$ cat src/inc/itfd_pkg.sv
// Purpose: Shared constants for the input terminal function decoder.
// Assumes: APB slave with 32-bit data, one register per aligned word.
// Notes:   Function codes are the values held in each terminal selector.
package itfd_pkg;

  localparam int          NUM_TERMS = 6;
  localparam int          ADDR_W    = 8;
  localparam int          CNT_W     = 32;
  localparam int          RATE_W    = 16;

  // Register byte addresses.
  localparam logic [7:0]  ADDR_FAST_TYPE   = 8'h00;
  localparam logic [7:0]  ADDR_FUNC_SW1    = 8'h04;
  localparam logic [7:0]  ADDR_FUNC_SW2    = 8'h08;
  localparam logic [7:0]  ADDR_FUNC_SW3    = 8'h0C;
  localparam logic [7:0]  ADDR_FUNC_SW4    = 8'h10;
  localparam logic [7:0]  ADDR_FUNC_FAST_A = 8'h14;
  localparam logic [7:0]  ADDR_FUNC_FAST_B = 8'h18;
  localparam logic [7:0]  ADDR_RESERVED    = 8'h1C;
  localparam logic [7:0]  ADDR_POLARITY    = 8'h20;
  localparam logic [7:0]  ADDR_CONFIG      = 8'h24;
  localparam logic [7:0]  ADDR_STATUS      = 8'h28;
  localparam logic [7:0]  ADDR_ENERGY      = 8'h2C;
  localparam logic [7:0]  ADDR_POSITION    = 8'h30;
  localparam logic [7:0]  ADDR_PULSE_RATE  = 8'h34;
  localparam logic [7:0]  ADDR_EDECEL      = 8'h38;
  localparam logic [7:0]  ADDR_BASE_FUNCS  = 8'h3C;

  // Terminal indices.
  localparam int          TERM_FAST_A = 4;
  localparam int          TERM_FAST_B = 5;

  // Reset values.
  localparam logic [7:0]  RST_FAST_TYPE = 8'h00;
  localparam logic [7:0]  RST_FUNC_SW1  = 8'h01;
  localparam logic [7:0]  RST_FUNC_SW2  = 8'h04;
  localparam logic [7:0]  RST_FUNC_SW3  = 8'h07;
  localparam logic [7:0]  RST_FUNC_OTHER = 8'h00;
  localparam logic [5:0]  RST_POLARITY  = 6'h00;

  // Fast input type digits: ones digit for input A, tens digit for input B.
  localparam int          FAST_A_LSB     = 0;
  localparam int          FAST_B_LSB     = 4;
  localparam logic [3:0]  FAST_DIGITAL   = 4'h1;

  // Config register fields.
  localparam int          CFG_SRC_LSB = 0;
  localparam int          CFG_PID_BIT = 2;

  // Function codes.
  localparam logic [7:0]  FC_BASE_LAST   = 8'h0F;
  localparam logic [7:0]  FC_DC_BRAKE    = 8'h22;
  localparam logic [7:0]  FC_ALT_MOTOR   = 8'h23;
  localparam logic [7:0]  FC_SRC_KEYPAD  = 8'h24;
  localparam logic [7:0]  FC_SRC_TERM    = 8'h25;
  localparam logic [7:0]  FC_SRC_COMM    = 8'h26;
  localparam logic [7:0]  FC_PRE_EXCITE  = 8'h27;
  localparam logic [7:0]  FC_ENERGY_CLR  = 8'h28;
  localparam logic [7:0]  FC_ENERGY_HOLD = 8'h29;
  localparam logic [7:0]  FC_TORQUE_KP   = 8'h2A;
  localparam logic [7:0]  FC_ESTOP       = 8'h38;
  localparam logic [7:0]  FC_OVERTEMP    = 8'h39;
  localparam logic [7:0]  FC_TO_VF       = 8'h3B;
  localparam logic [7:0]  FC_TO_VECTOR   = 8'h3C;
  localparam logic [7:0]  FC_PID_INVERT  = 8'h3D;
  localparam logic [7:0]  FC_POS_CLR     = 8'h42;
  localparam logic [7:0]  FC_PULSE_INC   = 8'h43;
  localparam logic [7:0]  FC_SUPERIMPOSE = 8'h44;
  localparam logic [7:0]  FC_PULSE_DEC   = 8'h45;
  localparam logic [7:0]  FC_GEAR_SECOND = 8'h46;

  // Run-command sources.
  localparam logic [1:0]  SRC_KEYPAD   = 2'h0;
  localparam logic [1:0]  SRC_TERMINAL = 2'h1;
  localparam logic [1:0]  SRC_COMM     = 2'h2;

  // Control methods.
  localparam logic        CTRL_VF     = 1'b0;
  localparam logic        CTRL_VECTOR = 1'b1;

endpackage

$ cat src/logic/itfd_decoder.sv
// Purpose: Decodes the six input terminals into drive control actions.
// Assumes: Terminal inputs are synchronous to ref_clk and already filtered.
// Notes:   Registers are reached over APB with no wait states in any transfer.
//
// Overview of operation
// - Function 34 starts DC braking immediately.
// - Function 35 selects the alternate motor.
// - Function 36 forces keypad run source.
// - Function 37 forces terminal run source.
// - Function 38 forces communication run source.
// - Function 39 pre-excites while active.
// - Function 40 activation clears energy total.
// - Function 41 freezes energy total.
// - Function 42 takes torque limit from keypad.
// - Function 56 requests emergency deceleration stop.
// - Function 57 raises motor over-temperature fault.
// - Function 59 selects V/F when stopped.
// - Function 60 selects vector when stopped.
// - Function 61 inverts configured PID polarity.
// - Function 66 activation clears position counter.
// - Function 67 adds pulses at adjust rate while function 68 is active.
// - Function 69 subtracts pulses at adjust rate while function 68 is active.
// - Function 70 selects second gear numerator.
// - Fast type digits choose pulse or digital.
// - Codes 1 to 15 decoded as base functions.
// - Selector reset defaults 1,4,7,0,0,0.
// - Six polarity bits, reset zero, invert inputs.
`timescale 1ns/10ps
`default_nettype none

module itfd_decoder (
  input  wire logic                          ref_clk,
  input  wire logic                          reset,
  input  wire logic                          psel,
  input  wire logic                          penable,
  input  wire logic                          pwrite,
  input  wire logic [itfd_pkg::ADDR_W-1:0]   paddr,
  input  wire logic [31:0]                   pwdata,
  output logic      [31:0]                   prdata,
  output logic                               pready,
  output logic                               pslverr,
  input  wire logic [itfd_pkg::NUM_TERMS-1:0] terminal_in,
  input  wire logic                          drive_stopped,
  input  wire logic                          energy_tick,
  input  wire logic                          position_step,
  input  wire logic                          position_down,
  output logic                               dc_brake,
  output logic                               alt_motor_select,
  output logic      [1:0]                    run_source,
  output logic                               pre_excite,
  output logic                               torque_limit_keypad,
  output logic                               emergency_stop,
  output logic      [15:0]                   emergency_decel_time,
  output logic                               over_temp_fault,
  output logic                               control_mode,
  output logic                               pid_output_invert,
  output logic                               pulse_add,
  output logic                               pulse_sub,
  output logic                               second_gear_numerator,
  output logic                               fast_input_a_pulse_mode,
  output logic                               fast_input_b_pulse_mode,
  output logic      [15:0]                   base_function_active
);

  typedef struct packed {
    logic [7:0]                                     fast_type;
    logic [itfd_pkg::NUM_TERMS-1:0][7:0]            func;
    logic [itfd_pkg::NUM_TERMS-1:0]                 polarity;
    logic [1:0]                                     src_cfg;
    logic                                           pid_cfg;
    logic [itfd_pkg::RATE_W-1:0]                    pulse_rate;
    logic [15:0]                                    edecel;
    logic                                           dc_brake;
    logic                                           alt_motor;
    logic [1:0]                                     run_source;
    logic                                           pre_excite;
    logic                                           torque_kp;
    logic                                           estop;
    logic                                           overtemp;
    logic                                           control_mode;
    logic                                           pid_invert;
    logic                                           gear_second;
    logic                                           superimpose;
    logic                                           pulse_add;
    logic                                           pulse_sub;
    logic [15:0]                                    base_active;
    logic [itfd_pkg::NUM_TERMS-1:0]                 term_seen;
    logic                                           energy_clr_prev;
    logic                                           pos_clr_prev;
    logic [itfd_pkg::CNT_W-1:0]                     energy;
    logic [itfd_pkg::CNT_W-1:0]                     position;
    logic [itfd_pkg::RATE_W-1:0]                    rate_cnt;
    logic [31:0]                                    prdata;
    logic                                           pready;
    logic                                           pslverr;
  } itfd_state_t;

  itfd_state_t                     st;
  itfd_state_t                     next_st;
  logic [itfd_pkg::NUM_TERMS-1:0]  term_active;
  logic [255:0]                    code_act;
  logic                            setup_phase;
  logic                            write_commit;
  logic [31:0]                     read_value;
  logic                            addr_ok;
  logic [31:0]                     status_word;

  // A fast input in pulse mode is masked off here and never acts as a switch.
  generate
    for (genvar t = 0; t < itfd_pkg::NUM_TERMS; t++) begin : g_term
      logic digital_ok;
      if (t == itfd_pkg::TERM_FAST_A) begin : g_fa
        assign digital_ok = (st.fast_type[itfd_pkg::FAST_A_LSB +: 4] == itfd_pkg::FAST_DIGITAL);
      end else if (t == itfd_pkg::TERM_FAST_B) begin : g_fb
        assign digital_ok = (st.fast_type[itfd_pkg::FAST_B_LSB +: 4] == itfd_pkg::FAST_DIGITAL);
      end else begin : g_sw
        assign digital_ok = 1'b1;
      end
      assign term_active[t] = (terminal_in[t] ^ st.polarity[t]) & digital_ok;
    end
  endgenerate

  // Unused and reserved codes land in bits that nothing reads.
  always_comb begin
    code_act = '0;
    for (int i = 0; i < itfd_pkg::NUM_TERMS; i++) begin
      if (term_active[i]) begin
        code_act[st.func[i]] = 1'b1;
      end
    end
  end

  assign setup_phase  = psel && !penable;
  assign write_commit = psel && penable && st.pready && pwrite;

  assign status_word = {14'h0000, st.term_seen, st.superimpose, st.gear_second, st.pid_invert,
                        st.control_mode, st.overtemp, st.estop, st.torque_kp, st.pre_excite,
                        st.run_source, st.alt_motor, st.dc_brake};

  always_comb begin
    read_value = 32'h0000_0000;
    addr_ok    = 1'b1;
    case (paddr)
      itfd_pkg::ADDR_FAST_TYPE:   read_value = {24'h000000, st.fast_type};
      itfd_pkg::ADDR_FUNC_SW1:    read_value = {24'h000000, st.func[0]};
      itfd_pkg::ADDR_FUNC_SW2:    read_value = {24'h000000, st.func[1]};
      itfd_pkg::ADDR_FUNC_SW3:    read_value = {24'h000000, st.func[2]};
      itfd_pkg::ADDR_FUNC_SW4:    read_value = {24'h000000, st.func[3]};
      itfd_pkg::ADDR_FUNC_FAST_A: read_value = {24'h000000, st.func[4]};
      itfd_pkg::ADDR_FUNC_FAST_B: read_value = {24'h000000, st.func[5]};
      itfd_pkg::ADDR_RESERVED:    read_value = 32'h0000_0000;
      itfd_pkg::ADDR_POLARITY:    read_value = {26'h0000000, st.polarity};
      itfd_pkg::ADDR_CONFIG:      read_value = {29'h00000000, st.pid_cfg, st.src_cfg};
      itfd_pkg::ADDR_STATUS:      read_value = status_word;
      itfd_pkg::ADDR_ENERGY:      read_value = st.energy;
      itfd_pkg::ADDR_POSITION:    read_value = st.position;
      itfd_pkg::ADDR_PULSE_RATE:  read_value = {16'h0000, st.pulse_rate};
      itfd_pkg::ADDR_EDECEL:      read_value = {16'h0000, st.edecel};
      itfd_pkg::ADDR_BASE_FUNCS:  read_value = {16'h0000, st.base_active};
      default:                    addr_ok    = 1'b0;
    endcase
  end

  always_comb begin
    logic energy_clr;
    logic pos_clr;
    logic adj_req;
    logic fire;
    energy_clr = 1'b0;
    pos_clr    = 1'b0;
    adj_req    = 1'b0;
    fire       = 1'b0;
    next_st    = st;

    // APB: no wait states; data and error are captured in the setup cycle.
    next_st.pready  = setup_phase;
    next_st.pslverr = setup_phase && !addr_ok;
    if (setup_phase) begin
      next_st.prdata = read_value;
    end
    if (write_commit && addr_ok) begin
      case (paddr)
        itfd_pkg::ADDR_FAST_TYPE:   next_st.fast_type = pwdata[7:0];
        itfd_pkg::ADDR_FUNC_SW1:    next_st.func[0] = pwdata[7:0];
        itfd_pkg::ADDR_FUNC_SW2:    next_st.func[1] = pwdata[7:0];
        itfd_pkg::ADDR_FUNC_SW3:    next_st.func[2] = pwdata[7:0];
        itfd_pkg::ADDR_FUNC_SW4:    next_st.func[3] = pwdata[7:0];
        itfd_pkg::ADDR_FUNC_FAST_A: next_st.func[4] = pwdata[7:0];
        itfd_pkg::ADDR_FUNC_FAST_B: next_st.func[5] = pwdata[7:0];
        itfd_pkg::ADDR_POLARITY:    next_st.polarity = pwdata[itfd_pkg::NUM_TERMS-1:0];
        itfd_pkg::ADDR_CONFIG: begin
          next_st.src_cfg = pwdata[itfd_pkg::CFG_SRC_LSB +: 2];
          next_st.pid_cfg = pwdata[itfd_pkg::CFG_PID_BIT];
        end
        itfd_pkg::ADDR_PULSE_RATE:  next_st.pulse_rate = pwdata[itfd_pkg::RATE_W-1:0];
        itfd_pkg::ADDR_EDECEL:      next_st.edecel = pwdata[15:0];
        default: begin
        end
      endcase
    end

    next_st.term_seen   = term_active;
    next_st.base_active = {code_act[itfd_pkg::FC_BASE_LAST:1], 1'b0};
    next_st.dc_brake    = code_act[itfd_pkg::FC_DC_BRAKE];
    next_st.alt_motor   = code_act[itfd_pkg::FC_ALT_MOTOR];
    next_st.pre_excite  = code_act[itfd_pkg::FC_PRE_EXCITE];
    next_st.torque_kp   = code_act[itfd_pkg::FC_TORQUE_KP];
    next_st.estop       = code_act[itfd_pkg::FC_ESTOP];
    next_st.overtemp    = code_act[itfd_pkg::FC_OVERTEMP];
    next_st.pid_invert  = st.pid_cfg ^ code_act[itfd_pkg::FC_PID_INVERT];
    next_st.gear_second = code_act[itfd_pkg::FC_GEAR_SECOND];
    next_st.superimpose = code_act[itfd_pkg::FC_SUPERIMPOSE];

    // Keypad outranks terminal, which outranks communication.
    if (code_act[itfd_pkg::FC_SRC_KEYPAD]) begin
      next_st.run_source = itfd_pkg::SRC_KEYPAD;
    end else if (code_act[itfd_pkg::FC_SRC_TERM]) begin
      next_st.run_source = itfd_pkg::SRC_TERMINAL;
    end else if (code_act[itfd_pkg::FC_SRC_COMM]) begin
      next_st.run_source = itfd_pkg::SRC_COMM;
    end else begin
      next_st.run_source = st.src_cfg;
    end

    // The control method only changes while the drive is at rest; V/F wins a tie.
    if (drive_stopped && code_act[itfd_pkg::FC_TO_VF]) begin
      next_st.control_mode = itfd_pkg::CTRL_VF;
    end else if (drive_stopped && code_act[itfd_pkg::FC_TO_VECTOR]) begin
      next_st.control_mode = itfd_pkg::CTRL_VECTOR;
    end

    energy_clr = code_act[itfd_pkg::FC_ENERGY_CLR] && !st.energy_clr_prev;
    next_st.energy_clr_prev = code_act[itfd_pkg::FC_ENERGY_CLR];
    if (energy_clr) begin
      next_st.energy = '0;
    end else if (energy_tick && !code_act[itfd_pkg::FC_ENERGY_HOLD]) begin
      next_st.energy = st.energy + 1'b1;
    end

    pos_clr = code_act[itfd_pkg::FC_POS_CLR] && !st.pos_clr_prev;
    next_st.pos_clr_prev = code_act[itfd_pkg::FC_POS_CLR];
    if (pos_clr) begin
      next_st.position = '0;
    end else if (position_step) begin
      next_st.position = position_down ? st.position - 1'b1 : st.position + 1'b1;
    end

    // Increase and decrease together cancel; a rate of zero gives no pulses.
    adj_req = code_act[itfd_pkg::FC_SUPERIMPOSE] &&
              (code_act[itfd_pkg::FC_PULSE_INC] ^ code_act[itfd_pkg::FC_PULSE_DEC]);
    if (adj_req && (st.pulse_rate != '0)) begin
      fire = (st.rate_cnt >= st.pulse_rate - 1'b1);
      next_st.rate_cnt = fire ? '0 : st.rate_cnt + 1'b1;
    end else begin
      next_st.rate_cnt = '0;
    end
    next_st.pulse_add = fire && code_act[itfd_pkg::FC_PULSE_INC];
    next_st.pulse_sub = fire && code_act[itfd_pkg::FC_PULSE_DEC];
  end

  always_ff @(posedge ref_clk) begin
    if (reset) begin
      st           <= '0;
      st.fast_type <= itfd_pkg::RST_FAST_TYPE;
      st.func[0]   <= itfd_pkg::RST_FUNC_SW1;
      st.func[1]   <= itfd_pkg::RST_FUNC_SW2;
      st.func[2]   <= itfd_pkg::RST_FUNC_SW3;
      st.func[3]   <= itfd_pkg::RST_FUNC_OTHER;
      st.func[4]   <= itfd_pkg::RST_FUNC_OTHER;
      st.func[5]   <= itfd_pkg::RST_FUNC_OTHER;
      st.polarity  <= itfd_pkg::RST_POLARITY;
      st.run_source <= itfd_pkg::SRC_KEYPAD;
      st.control_mode <= itfd_pkg::CTRL_VF;
    end else begin
      st <= next_st;
    end
  end

  assign prdata                  = st.prdata;
  assign pready                  = st.pready;
  assign pslverr                 = st.pslverr;
  assign dc_brake                = st.dc_brake;
  assign alt_motor_select        = st.alt_motor;
  assign run_source              = st.run_source;
  assign pre_excite              = st.pre_excite;
  assign torque_limit_keypad     = st.torque_kp;
  assign emergency_stop          = st.estop;
  assign emergency_decel_time    = st.edecel;
  assign over_temp_fault         = st.overtemp;
  assign control_mode            = st.control_mode;
  assign pid_output_invert       = st.pid_invert;
  assign pulse_add               = st.pulse_add;
  assign pulse_sub               = st.pulse_sub;
  assign second_gear_numerator   = st.gear_second;
  assign fast_input_a_pulse_mode = (st.fast_type[itfd_pkg::FAST_A_LSB +: 4] != itfd_pkg::FAST_DIGITAL);
  assign fast_input_b_pulse_mode = (st.fast_type[itfd_pkg::FAST_B_LSB +: 4] != itfd_pkg::FAST_DIGITAL);
  assign base_function_active    = st.base_active;
endmodule

`default_nettype wire

$ cat config.mk
export PLATFORM = sky130hd
export DESIGN_NAME = itfd_decoder
export DESIGN_NICKNAME = d
export VERILOG_FILES = /design/src/inc/itfd_pkg.sv /design/src/logic/itfd_decoder.sv
export SDC_FILE = /design/constraint.sdc
export NUM_CORES = 1
export LEC_CHECK = 0
export BUFFER_PORTS_ARGS = -buffer_cell sky130_fd_sc_hd__buf_2
export CAP_MARGIN = 20
export CORE_ASPECT_RATIO = 1.2
export CORE_UTILIZATION = 45
export DETAILED_ROUTE_END_ITERATION = 8
export REMOVE_ABC_BUFFERS = 1
export SLEW_MARGIN = 20
export SYNTH_ARGS = -nofsm -noshare
export SYNTH_HDL_FRONTEND = slang
export SYNTH_SLANG_ARGS = --single-unit
$ cat constraint.sdc
create_clock -name ref_clk -period 3.6 [get_ports ref_clk]
set_clock_uncertainty 0.15 [all_clocks]
set_input_delay 0.18 -clock ref_clk [delete_from_list [all_inputs] [get_ports ref_clk]]
set_output_delay 0.18 -clock ref_clk [all_outputs]
set_load 0.005 [all_outputs]
==> key figures <==
Synth
  – Post-synthesis compound-gate area fraction: 0.1945
  – Unique masters post-synth: 91
  – Mux cell area share after synthesis: 0.06311
  – Yosys reg bits: 248
  – Post-synthesis adder-cell area fraction: 0.04185
  – Syn Area/Cell: about 8 µm²
  – Synth Area in XOR/XNOR: 0.05550
  – Fraction of registers with async set or reset after synthesis: 0
  – Combinational family with the most area after synthesis: simple AND/OR/NAND/NOR gates
  – Simple-gate share of the synthesized area: 0.2470
  – Post-synthesis cell count: 1896
  – Synth Cell Area: ~15000 µm²
  – EDFF count, synth: 0
  – YS warnings: 0
  – Synth Flop Type: dfxtp_1
  – Seq/Total Area, Yosys: 0.3282

Worst hold path
  – Hold_sp: terminal_in[4]
  – Hold Path Class: in -> reg

Route
  – Total number of vias: 14950
  – Antenna Violating Nets Remaining: 0
  – Initial DRC count: 1672
  – Via density: about 6
  – Pre-antenna DRT Iters: 7
  – Detailed Route WL: 61130 µm
  – Average wire per standard cell: 24.99 µm
  – Drt drc: 0

STA
  – Period minus WS final: 3430 ps
  – Relative slew margins: 0.1395
  – Final setup fails: 0
  – Fmax: roughly 290 MHz
  – RSZ-0062 raised after global routing: no
  – Worst Tran Pin Value: roughly 1300 ps
  – Count of pins over their slew limit: 0
  – Final WS setup: 170.2 ps
  – Setup TNS: 0 ps
  – Final Hold Vio Count: 0
  – Crit share post-route: 0.9527

Floorplan
  – Core footprint: 33160 µm²
  – Die area: 34360 µm²
  – Initial Util: 0.4562
  – I/O pin cnt: 136
  – Die Height: ~200 µm
  – Die Width: ~170 µm
  – Row Count: 73

GRT
  – GR Util All Layers: 0.3530
  – Pin count of the biggest net entering global routing: 100
  – Remaining global-route overflow: 0
  – Vias in the first global route: 14140
  – First-pass GRT wire length: 90590 µm
  – Initial antenna violation count: 0

Worst setup path
  – Critical Path Source Type: flip-flop
  – Worst setup path startpoint: st[238]$_SDFFE_PP0P_
  – Required time worst endpoint: 3970 ps
  – CP Capture Type: flip-flop
  – WS Path Type: reg -> reg
  – FF-to-FF Start: st[238]$_SDFFE_PP0P_
  – Crit path max fanout: 5
  – Crit path DAT: 3800 ps

Power
  – VDD IR max: 0.3900 mV
  – Leak Pwr: 6.651 nW
  – Power Density: between 400 and 500 nW/µm²
  – Total chip power: 7.026 mW

Finish
  – Nets: 2079
  – Layout area overhead: 14.31%
  – Layout cells sized above 1: 0.1523
  – Fillcell total: roughly 3300
  – # diodes: 0
  – Layout Cells excl Fill: between 2000 and 2500
  – Design Area, Final: 17290 µm²

Clock tree
  – Longest Clk Path Bufs: 3
  – Root buffer cell: clkbuf_16
  – H-tree Lvls: 1
  – Clk_lat worst skew: around 580 ps
  – CTS tree: done
  – Total CTS buffers: 29
  – Reg clk slew, reported paths: 60 ps
  – Clock Sinks: around 250

Outcome
  – Status: completed

Placed design
  – Pre-CTS WS: about 140 ps
  – Port Buffers: around 120
  – Detail Placement HPWL: 47230 µm
  – Routability cong.: 1.016
  – DP Cell Count: 2369
  – Area post-placement: 16020 µm²

Run
  – MaxCap Viol Count: 0
==> where the power goes <==
| part | switching [mW] | internal (mW) | total (mW) |
|---|---|---|---|
| Clock | 1.28 | 1.76 | 3.04 |
| Combinational | 0.647 | 0.436 | 1.08 |
| Sequential | 0.0863 | 2.82 | 2.91 |
==> state kept, by name, summed over array words and instances, names as in the netlist, 2 cells and up <==
signal,count
run_source,2
base_function_active,15
st,170
prdata,32
emergency_decel_time,16
==> area by class of cell <==
type	count	area (µm²)	share of cell area
clock buffers	34	764.5	0.04421
clock inverters	19	214.0	0.01237
inverters	28	105.1	0.006078
multi-input cells	1442	9186	0.5313
flip-flops and latches	248	4965	0.2871
well taps	450	563.0	0.03256
repair buffers	225	1494	0.08640
==> cell usage after synthesis (15+ instances only) <==
| cell | count | area, µm² |
|---|---|---|
| nand2_1 | 165 | 619.3 |
| a211oi_1 | 15 | 112.6 |
| and3_1 | 22 | 137.6 |
| o21ai_0 | 37 | 185.2 |
| inv_1 | 28 | 105.1 |
| mux2i_1 | 92 | 920.9 |
| xor2_1 | 46 | 402.9 |
| nand4_1 | 27 | 168.9 |
| a31oi_1 | 41 | 256.5 |
| a22oi_1 | 64 | 480.5 |
| nand3_1 | 62 | 310.3 |
| nor2b_1 | 29 | 181.4 |
| a21o_1 | 29 | 217.7 |
| a221oi_1 | 15 | 131.4 |
| nand2b_1 | 23 | 143.9 |
| buf_4 | 68 | 510.5 |
| clkbuf_1 | 95 | 356.6 |
| nor3_1 | 63 | 315.3 |
| dfxtp_1 | 248 | 4965 |
| xnor2_1 | 48 | 420.4 |
| nor2_1 | 276 | 1036 |
| ha_1 | 49 | 613.1 |
| a21oi_1 | 123 | 615.6 |
| nor4_1 | 19 | 118.9 |
| o22ai_1 | 17 | 106.4 |
==> layer usage <==
layer  wire length [µm]  part of all wire  GRT usage
met2              28650              0.47     0.5841
met3               3985             0.065    0.04990
met1              24070              0.39     0.4262
met4               4429             0.072     0.2326
met5                  0                 0          0
==> stage by stage <==
step / utilization / hold WS, ps
2_1_floorplan: - / 99.07
3_3_place_gp: 0.4832 / 229.9
3_5_place_dp: 0.4832 / 231.8
4_1_cts: 0.5200 / 25.24
5_1_grt: 0.5215 / 32.60
6_report: 0.5215 / 51.09
==> worst max-delay path: stages (launching register included) <==
cell and delay [ps]:
dfxtp_1 430, nor4bb_1 1090, nand3_1 160, nor2_1 260, a22o_1 190, a211oi_1 50
o311ai_1 150, a21oi_1 110, a211oi_1 200, dlygate4sd3_1 560
==> path summary, 6_finish.rpt <==
kind                                                  end  slack, ps  depth (start not counted)
worst max-delay path            control_mode$_SDFFE_PP0P_        170                          9
worst min-delay path                   st[120]$_SDFF_PP0_         50                          4
worst max register to register  control_mode$_SDFFE_PP0P_        170                          9
worst min register to register     prdata[5]$_SDFFE_PP0P_        300                          2
==> placed cells by master (no fill, tap or decap), types with 7 or more instances in the layout <==
| cell type | count |
|---|---|
| nor2_1 | 273 |
| buf_2 | 117 |
| a222oi_1 | 8 |
| buf_4 | 81 |
| nand2b_1 | 23 |
| o21ai_0 | 37 |
| nand3_1 | 62 |
| xnor2_1 | 48 |
| a21oi_1 | 122 |
| nor3_1 | 58 |
| clkinv_2 | 7 |
| mux2i_1 | 92 |
| o22ai_1 | 17 |
| xor2_1 | 46 |
| a211oi_1 | 15 |
| inv_1 | 28 |
| clkbuf_16 | 29 |
| nor3_2 | 12 |
| a22o_1 | 13 |
| o21bai_1 | 7 |
| a31oi_1 | 41 |
| ha_1 | 48 |
| a22oi_1 | 64 |
| o211ai_1 | 9 |
| nand4_1 | 27 |
| dlygate4sd3_1 | 24 |
| dfxtp_1 | 248 |
| nor2b_1 | 29 |
| and2_1 | 7 |
| and3_1 | 22 |
| nand2_1 | 165 |
| a21o_1 | 29 |
| a221oi_1 | 15 |
| nor4_1 | 16 |
==> repair_timing <==
item,CTS,global route
setup endpoints to repair,0,18
hold endpoints to repair,116,0
setup buffers,0,0
resized for setup,0,11
hold buffers,24,0
==> cell families (layout without fill, tap and decap cells) <==
kind of cell	count (synthesis)	after routing
AO/OA/AOI/OAI	436	436
XOR/XNOR	95	95
adder cells (fa/ha/maj)	50	50
multiplexers	95	95
other	1	1
AND/OR/NAND/NOR	765	765
flip-flops	248	248
buffers and inverters	206	306
No activity file was read; power rests on OpenSTA's default activity.
